--- src/hwto_map.svh ---
// Register offsets, reset values and timing constants of the waveform time-offset stage
`ifndef HWTO_MAP_SVH
`define HWTO_MAP_SVH

`define HWTO_ADDR_OVERDRIVE 8'h0d
`define HWTO_ADDR_POS_SUSTAIN 8'h0e
`define HWTO_ADDR_NEG_SUSTAIN 8'h0f
`define HWTO_RST_ADJUST 8'h00
`define HWTO_RST_DATA 8'h00
`define HWTO_DEPTH 4'h8
`define HWTO_LAST_IDX 3'h7
`define HWTO_STEP_MS_SLOW 3'h5
`define HWTO_STEP_MS_FAST 3'h1
`define HWTO_DUR_MAX 16'hffff

`endif

--- src/hwto_pkg.sv ---
// Types shared by the waveform time-offset stage
package hwto_pkg;

    typedef struct packed {
        logic signed [7:0] amp;
        logic [15:0] durMs;
        logic last;
    } hwto_seg_t;

    typedef enum logic [1:0] {
        HWTO_LOAD = 2'b01,
        HWTO_PLAY = 2'b10
    } hwto_state_t;

    typedef enum logic [1:0] {
        HWTO_CLS_NONE = 2'h0,
        HWTO_CLS_OD = 2'h1,
        HWTO_CLS_POS = 2'h2,
        HWTO_CLS_NEG = 2'h3
    } hwto_cls_t;

endpackage : hwto_pkg

--- src/hwto_top.sv ---
// Haptic library waveform time-offset stage: registers, segment store and playback
`timescale 1ns/10ps
`include "hwto_map.svh"
module hwto_top (
    input wire logic mclk,
    input wire logic rstn,
    input wire logic regWrEn,
    input wire logic regRdEn,
    input wire logic [7:0] regAddr,
    input wire logic [7:0] regWrData,
    output logic [7:0] regRdData,
    input wire logic openLoop,
    input wire logic stepPeriodSelect,
    input wire logic inValid,
    input wire hwto_pkg::hwto_seg_t inSeg,
    output logic inReady,
    output logic outValid,
    output hwto_pkg::hwto_seg_t outSeg,
    input wire logic outReady
);
    import hwto_pkg::*;

    logic signed [7:0] overdriveTimeAdjust;
    logic signed [7:0] positiveSustainTimeAdjust;
    logic signed [7:0] negativeSustainTimeAdjust;
    logic signed [7:0] next_overdriveTimeAdjust;
    logic signed [7:0] next_positiveSustainTimeAdjust;
    logic signed [7:0] next_negativeSustainTimeAdjust;
    logic [7:0] next_regRdData;

    hwto_state_t state;
    hwto_state_t next_state;
    hwto_seg_t mem [`HWTO_DEPTH];
    hwto_seg_t next_mem [`HWTO_DEPTH];
    logic [3:0] cnt;
    logic [3:0] next_cnt;
    logic [3:0] rdIdx;
    logic [3:0] next_rdIdx;
    logic [2:0] peakIdx;
    logic [2:0] next_peakIdx;
    logic signed [7:0] peakAmp;
    logic signed [7:0] next_peakAmp;
    logic next_inReady;
    logic next_outValid;
    hwto_seg_t next_outSeg;

    // Checking aids that travel with each emitted segment
    hwto_cls_t outCls;
    hwto_cls_t next_outCls;
    logic [15:0] outRaw;
    logic [15:0] next_outRaw;
    logic signed [7:0] outOff;
    logic signed [7:0] next_outOff;
    logic [2:0] outStep;
    logic [2:0] next_outStep;

    hwto_seg_t curSeg;
    hwto_cls_t curCls;
    logic signed [7:0] curOff;
    logic curApply;
    logic [2:0] stepMs;
    logic [15:0] adjDur;

    // Register file, reached at the documented offsets
    always_comb
    begin
        next_overdriveTimeAdjust = overdriveTimeAdjust;
        next_positiveSustainTimeAdjust = positiveSustainTimeAdjust;
        next_negativeSustainTimeAdjust = negativeSustainTimeAdjust;
        next_regRdData = regRdData;
        if (regWrEn)
        begin
            unique case (regAddr)
                `HWTO_ADDR_OVERDRIVE: next_overdriveTimeAdjust = regWrData;
                `HWTO_ADDR_POS_SUSTAIN: next_positiveSustainTimeAdjust = regWrData;
                `HWTO_ADDR_NEG_SUSTAIN: next_negativeSustainTimeAdjust = regWrData;
                default: ;
            endcase
        end
        if (regRdEn)
        begin
            unique case (regAddr)
                `HWTO_ADDR_OVERDRIVE: next_regRdData = overdriveTimeAdjust;
                `HWTO_ADDR_POS_SUSTAIN: next_regRdData = positiveSustainTimeAdjust;
                `HWTO_ADDR_NEG_SUSTAIN: next_regRdData = negativeSustainTimeAdjust;
                default: next_regRdData = `HWTO_RST_DATA;
            endcase
        end
    end

    always_ff @(posedge mclk or negedge rstn)
    begin
        if (!rstn)
        begin
            overdriveTimeAdjust <= `HWTO_RST_ADJUST;
            positiveSustainTimeAdjust <= `HWTO_RST_ADJUST;
            negativeSustainTimeAdjust <= `HWTO_RST_ADJUST;
            regRdData <= `HWTO_RST_DATA;
        end
        else
        begin
            overdriveTimeAdjust <= next_overdriveTimeAdjust;
            positiveSustainTimeAdjust <= next_positiveSustainTimeAdjust;
            negativeSustainTimeAdjust <= next_negativeSustainTimeAdjust;
            regRdData <= next_regRdData;
        end
    end

    // Classification of the entry about to be emitted
    always_comb
    begin
        curSeg = mem[rdIdx[2:0]];
        stepMs = stepPeriodSelect ? `HWTO_STEP_MS_FAST : `HWTO_STEP_MS_SLOW;
        curCls = HWTO_CLS_NONE;
        curOff = '0;
        curApply = 1'b0;
        // A waveform whose peak is not positive has no overdrive part
        if (rdIdx[2:0] == peakIdx && peakAmp > 0)
        begin
            curCls = HWTO_CLS_OD;
            curOff = overdriveTimeAdjust;
            curApply = openLoop;
        end
        else if (curSeg.amp > 0)
        begin
            curCls = HWTO_CLS_POS;
            curOff = positiveSustainTimeAdjust;
            curApply = 1'b1;
        end
        else if (curSeg.amp < 0)
        begin
            curCls = HWTO_CLS_NEG;
            curOff = negativeSustainTimeAdjust;
            curApply = 1'b1;
        end
    end

    hwto_seg_adjust uAdjust (
        .durMs(curSeg.durMs),
        .offset(curOff),
        .stepMs(stepMs),
        .applyEn(curApply),
        .adjMs(adjDur)
    );

    // Whole waveform is stored first, since the peak is known only at its end
    always_comb
    begin
        next_state = state;
        next_mem = mem;
        next_cnt = cnt;
        next_rdIdx = rdIdx;
        next_peakIdx = peakIdx;
        next_peakAmp = peakAmp;
        next_outValid = outValid;
        next_outSeg = outSeg;
        next_outCls = outCls;
        next_outRaw = outRaw;
        next_outOff = outOff;
        next_outStep = outStep;
        unique case (state)
            HWTO_LOAD:
            begin
                if (inValid && inReady)
                begin
                    next_mem[cnt[2:0]] = inSeg;
                    next_cnt = cnt + 4'h1;
                    if (cnt == 4'h0 || inSeg.amp > peakAmp)
                    begin
                        next_peakAmp = inSeg.amp;
                        next_peakIdx = cnt[2:0];
                    end
                    if (inSeg.last || cnt[2:0] == `HWTO_LAST_IDX)
                    begin
                        next_state = HWTO_PLAY;
                        next_rdIdx = 4'h0;
                    end
                end
            end
            HWTO_PLAY:
            begin
                if (outValid && outReady)
                begin
                    next_outValid = 1'b0;
                    if (outSeg.last)
                    begin
                        next_state = HWTO_LOAD;
                        next_cnt = 4'h0;
                    end
                end
                if ((!outValid || outReady) && rdIdx < cnt)
                begin
                    next_outValid = 1'b1;
                    next_outSeg.amp = curSeg.amp;
                    next_outSeg.durMs = adjDur;
                    next_outSeg.last = (rdIdx + 4'h1 == cnt);
                    next_outCls = curCls;
                    next_outRaw = curSeg.durMs;
                    next_outOff = curApply ? curOff : 8'sh00;
                    next_outStep = stepMs;
                    next_rdIdx = rdIdx + 4'h1;
                end
            end
        endcase
        next_inReady = (next_state == HWTO_LOAD);
    end

    always_ff @(posedge mclk or negedge rstn)
    begin
        if (!rstn)
        begin
            state <= HWTO_LOAD;
            for (int i = 0; i < `HWTO_DEPTH; i++)
            begin
                mem[i] <= '0;
            end
            cnt <= 4'h0;
            rdIdx <= 4'h0;
            peakIdx <= 3'h0;
            peakAmp <= 8'sh00;
            inReady <= 1'b0;
            outValid <= 1'b0;
            outSeg <= '0;
            outCls <= HWTO_CLS_NONE;
            outRaw <= 16'h0000;
            outOff <= 8'sh00;
            outStep <= 3'h0;
        end
        else
        begin
            state <= next_state;
            mem <= next_mem;
            cnt <= next_cnt;
            rdIdx <= next_rdIdx;
            peakIdx <= next_peakIdx;
            peakAmp <= next_peakAmp;
            inReady <= next_inReady;
            outValid <= next_outValid;
            outSeg <= next_outSeg;
            outCls <= next_outCls;
            outRaw <= next_outRaw;
            outOff <= next_outOff;
            outStep <= next_outStep;
        end
    end
endmodule : hwto_top

--- src/hwto_seg_adjust.sv ---
// Signed duration adjustment of one waveform segment with clamping
`timescale 1ns/10ps
module hwto_seg_adjust (
    input wire logic [15:0] durMs,
    input wire logic signed [7:0] offset,
    input wire logic [2:0] stepMs,
    input wire logic applyEn,
    output logic [15:0] adjMs
);
    logic signed [11:0] delta;
    logic signed [17:0] sum;

    always_comb
    begin
        delta = '0;
        if (applyEn)
        begin
            // Offset times step period, signed in milliseconds
            delta = $signed(12'(offset)) * $signed(12'({1'b0, stepMs}));
        end
        sum = $signed({2'b00, durMs}) + $signed(18'(delta));
        // Clamp at zero; top clamp avoids wrap on long segments
        if (sum < 0)
        begin
            adjMs = '0;
        end
        else if (sum > $signed({2'b00, `HWTO_DUR_MAX}))
        begin
            adjMs = `HWTO_DUR_MAX;
        end
        else
        begin
            adjMs = sum[15:0];
        end
    end

endmodule : hwto_seg_adjust

--- config.mk ---
export PLATFORM = sky130hd
export DESIGN_NAME = hwto_top
export DESIGN_NICKNAME = d
export VERILOG_FILES = /design/src/hwto_pkg.sv /design/src/hwto_top.sv /design/src/hwto_seg_adjust.sv
export VERILOG_INCLUDE_DIRS = /design/src /design/src/src
export SDC_FILE = /design/constraint.sdc
export NUM_CORES = 1
export LEC_CHECK = 0
export ABC_CLOCK_PERIOD_IN_PS = 5810
export BUFFER_PORTS_ARGS = -buffer_cell sky130_fd_sc_hd__buf_2
export CORE_AREA = 2 2 163 165
export CTS_BUF_LIST = sky130_fd_sc_hd__clkbuf_4
export DETAILED_ROUTE_END_ITERATION = 7
export DIE_AREA = 0 0 165 167
export PLACE_DENSITY = 0.85
export SETUP_SLACK_MARGIN = 0.05
export SLEW_MARGIN = 15
export SYNTH_ARGS = -nofsm -noshare
export SYNTH_HDL_FRONTEND = slang
export SYNTH_HIERARCHICAL = 1
export SYNTH_SLANG_ARGS = --single-unit
--- constraint.sdc ---
create_clock -name mclk -period 5.81 [get_ports mclk]
set_input_delay 0.8715 -clock mclk [delete_from_list [all_inputs] [get_ports mclk]]
set_output_delay 0.8715 -clock mclk [all_outputs]
set_load 0.01 [all_outputs]
==> impl_metrics.json <==
{
  "status": "finished, violations left",
  "failed_checks": "negative setup slack",
  "ys.warnings.count": 6,
  "critical_path.reg2reg.startpoint": "rdIdx[2]",
  "worst-path-max-fanout": 7,
  "finalPower_mw": 3.767,
  "die-height_um": 167,
  "route.detailed.vias_per_inst": 5.911,
  "ys_ff_latch": 272,
  "wire_length_of_the_first_global_routing_pass_um": 57840,
  "critPathKind": "reg2reg",
  "synth_area_um2": 14830,
  "timing.final.max_slew_violations": 0,
  "totalWireLength_um": 36820,
  "postCtsHoldBufs": 0,
  "post-route-min-period_ps": 6220,
  "yosys.cell_types.count": 80,
  "grt_setup_unrepaired": "yes",
  "synth.most_common_cell": "dfrtp_1",
  "detail_route.drc_violations": 0,
  "multi_input_comb_area_um2": 8077,
  "cts_root_buffer": "clkbuf_4",
  "dp_hpwl_um": 22540,
  "synth_enable_flop_cells": 0,
  "r2r_slack_ps": -410,
  "min_period_over_period_pct": 107.1,
  "final.hold.worst_slack_ps": 79.45,
  "placed_cell_area_um2": 16260,
  "grt_start_max_net_pins": 146,
  "rows": 59,
  "area_growth_pct": 20.56,
  "timing_hold_violations_final": 0,
  "clock_latency_ps": 700,
  "firstDrtPassIters": 5,
  "antenna_violations_before_repair": 3,
  "vdd_ir_drop_max_mv": 0.1334,
  "clock_path_buffers": 3,
  "min-delay-path-class": "in2async",
  "floorplan.core_area_um2": 25760,
  "ys_async_sr_fraction_pct": 100.0,
  "netlist_top_cells_count": "dfrtp_1, mux2_2, inv_1, nand2_1, ha_1",
  "ff2ff_path_depth": 26,
  "combined_flip_flop_and_latch_cell_area_um2": 6812,
  "final_antenna_net_count": 0,
  "tritoncts.num_buffers": 71,
  "setup_viol": 16,
  "timing.final.ws_setup_ps": -410.4,
  "post_synth_main_area_contributors": "dfrtp_1, mux2_2, mux4_2",
  "layout-drive-gt1-share_pct": 49.55,
  "power_density_nw_per_um2": 210.7,
  "drv_cap": 0,
  "yosys_most_used_dff": "dfrtp_1",
  "fmax_mhz": 160.8,
  "first_iter_violations": 839,
  "timing.slew.headroom_pct": 43.53,
  "worst_setup_path_start_kind": "flop",
  "nets": 1501,
  "gpl.final_weighted_congestion": 0.8626,
  "leakage_nw": 8.879,
  "synth_area_per_cell_um2": 12.73,
  "grt_remaining_overflow": 0,
  "r2r-end": "outSeg[10]",
  "cts_tree": "done",
  "finalClockSkew_ps": 45.24,
  "worst_ep_required_time_ps": 6410,
  "arrival_ps": 6820,
  "final_util_pct": 69.39,
  "cts.clk_slew.worst_paths_ps": 80,
  "max_slew.worst_pin.slew_ps": 844.7,
  "io_buffer_count": 83,
  "cts.sink_count": 272,
  "synth_sequential_area_ratio_pct": 45.91,
  "track_usage_pct": 26.93,
  "synth_largest_area_cell": "dfrtp_1",
  "first_global_vias": 11000,
  "num_io_pins": 84,
  "start_util_pct": 57.55,
  "postSynthCellCount": 1165,
  "synth_top_area_share_pct": 45.73,
  "wl_per_cell_um": 20.76,
  "ctsHtreeMaxLevel": 3,
  "vias": 10490,
  "place_worst_setup_slack_ps": -422.9,
  "final_design_area_no_fill_um2": 17880,
  "fp.dieW_um": 165,
  "floorplan.die_area_um2": 27560,
  "fillerInstances": 1679,
  "end_kind": "flop"
}
logic make-up (layout without fill, tap and decap cells):
family          after synthesis  count (layout)  share of synthesized area (%)
compound gates              150             150                          6.658
buf+inv                     118             375                          3.983
fa+ha+maj                    63              63                          5.772
other cells                   2              18                        0.05065
simple gates                197             198                          7.223
flops                       272             272                          45.91
xor+xnor                     29              29                          1.814
mux                         334             334                          28.59
worst max-delay path by stage:
stage,end,cells after the start,slack (ps),startpoint
2_1_floorplan,outSeg[2],26,40,rdIdx[1]
3_3_place_gp,outSeg[4],25,-260,rdIdx[2]
3_5_place_dp,outSeg[1],25,-420,rdIdx[2]
4_1_cts,outSeg[15],25,-270,rdIdx[2]
5_1_grt,outSeg[12],28,-620,rdIdx[2]
6_report,outSeg[10],26,-410,rdIdx[2]
registers in the layout (all words and copies together) (netlist names):
name                       cells
cnt                            4
inReady                        1
regRdData                      8
peakIdx                        3
overdriveTimeAdjust            8
negativeSustainTimeAdjust      8
positiveSustainTimeAdjust      8
outSeg                        25
outValid                       1
state                          2
rdIdx                          4
peakAmp                        8
mem                          192
report_power, final:
group / switching [mW] / internal [mW] / total [mW]
clock network: 0.800 / 0.948 / 1.75
registers: 0.00738 / 1.90 / 1.91
logic: 0.0773 / 0.0316 / 0.109
cells in the final DEF, fill, tap and decap left out, types with 7 or more instances in the layout:
cell      Yosys  routed
a21o_1        7       7
a21oi_1      33      16
a21oi_2       2      18
a22oi_1      17      15
and2_1       29      26
buf_2        20      82
buf_4        10      88
buf_6        11       8
clkbuf_4      0     103
clkinv_1      1      11
conb_1        2      16
dfrtp_1     271     268
fa_1          9       8
ha_1         54      41
ha_4          0      12
inv_1        64      60
mux2_2      248     238
mux2_4        9      19
mux2i_1      27      20
mux4_2       42      42
nand2_1      58      56
nand3_1      21      19
nor2_1       27      22
nor2_2        2       7
nor2b_1       9       8
o21ai_0      29      25
o21ai_1       9       7
o22ai_1      13       9
xnor2_1      17      16
xor2_1       10      10
final cells by class:
cell class | instances | area share, %
clock inverters | 18 | 0.9099
clock buffers | 103 | 4.325
repair buffers | 188 | 7.713
diodes | 2 | 0.02800
flip-flops and latches | 272 | 38.10
well taps | 335 | 2.345
multi-input cells | 790 | 45.18
inverters | 66 | 1.400
what timing repair did:
| action | CTS | global route |
|---|---|---|
| setup endpoints to repair | 16 | 16 |
| gates resized for setup | 24 | 72 |
| pin swaps | 4 | 22 |
| setup buffers | 11 | 7 |
| gates cloned | 3 | 1 |
metal layers:
metal  track usage, %  part of all wire (%)  vias to the layer above
met3            5.654                   6.3                       93
met5                0                 0.038                        -
met4            10.32                   2.9                        2
li1                 -                     -                     4696
met2            43.21                    49                      345
met1            36.08                    42                     5350
through the flow:
step                      TNS, ps  std cells
final                       -5957       1774
after global routing        -9352       1774
after CTS                   -3927       1763
after detailed placement    -6016       1628
after global placement      -3795       1628
after floorplan                 0       1179
worst max-delay path: stages (launching register included):
cell and delay [ps]:
dfrtp_2 490, mux4_2 560, mux2i_4 210, o211ai_1 170, nor2_4 190, buf_12 150, o21ai_4 50, and2_4 170
ha_4 220, fa_1 510, fa_2 400, a21o_1 200, a21oi_2 140, nand2b_4 140, a21boi_2 60, o41a_1 320
xor2_1 150, and2_4 170, ha_4 240, a211oi_4 200, nor2_2 80, o31ai_2 310, a41oi_2 220, or2_4 300
and2_4 180, a21oi_2 140, mux2_4 160
(Power assumes the default switching activity.)
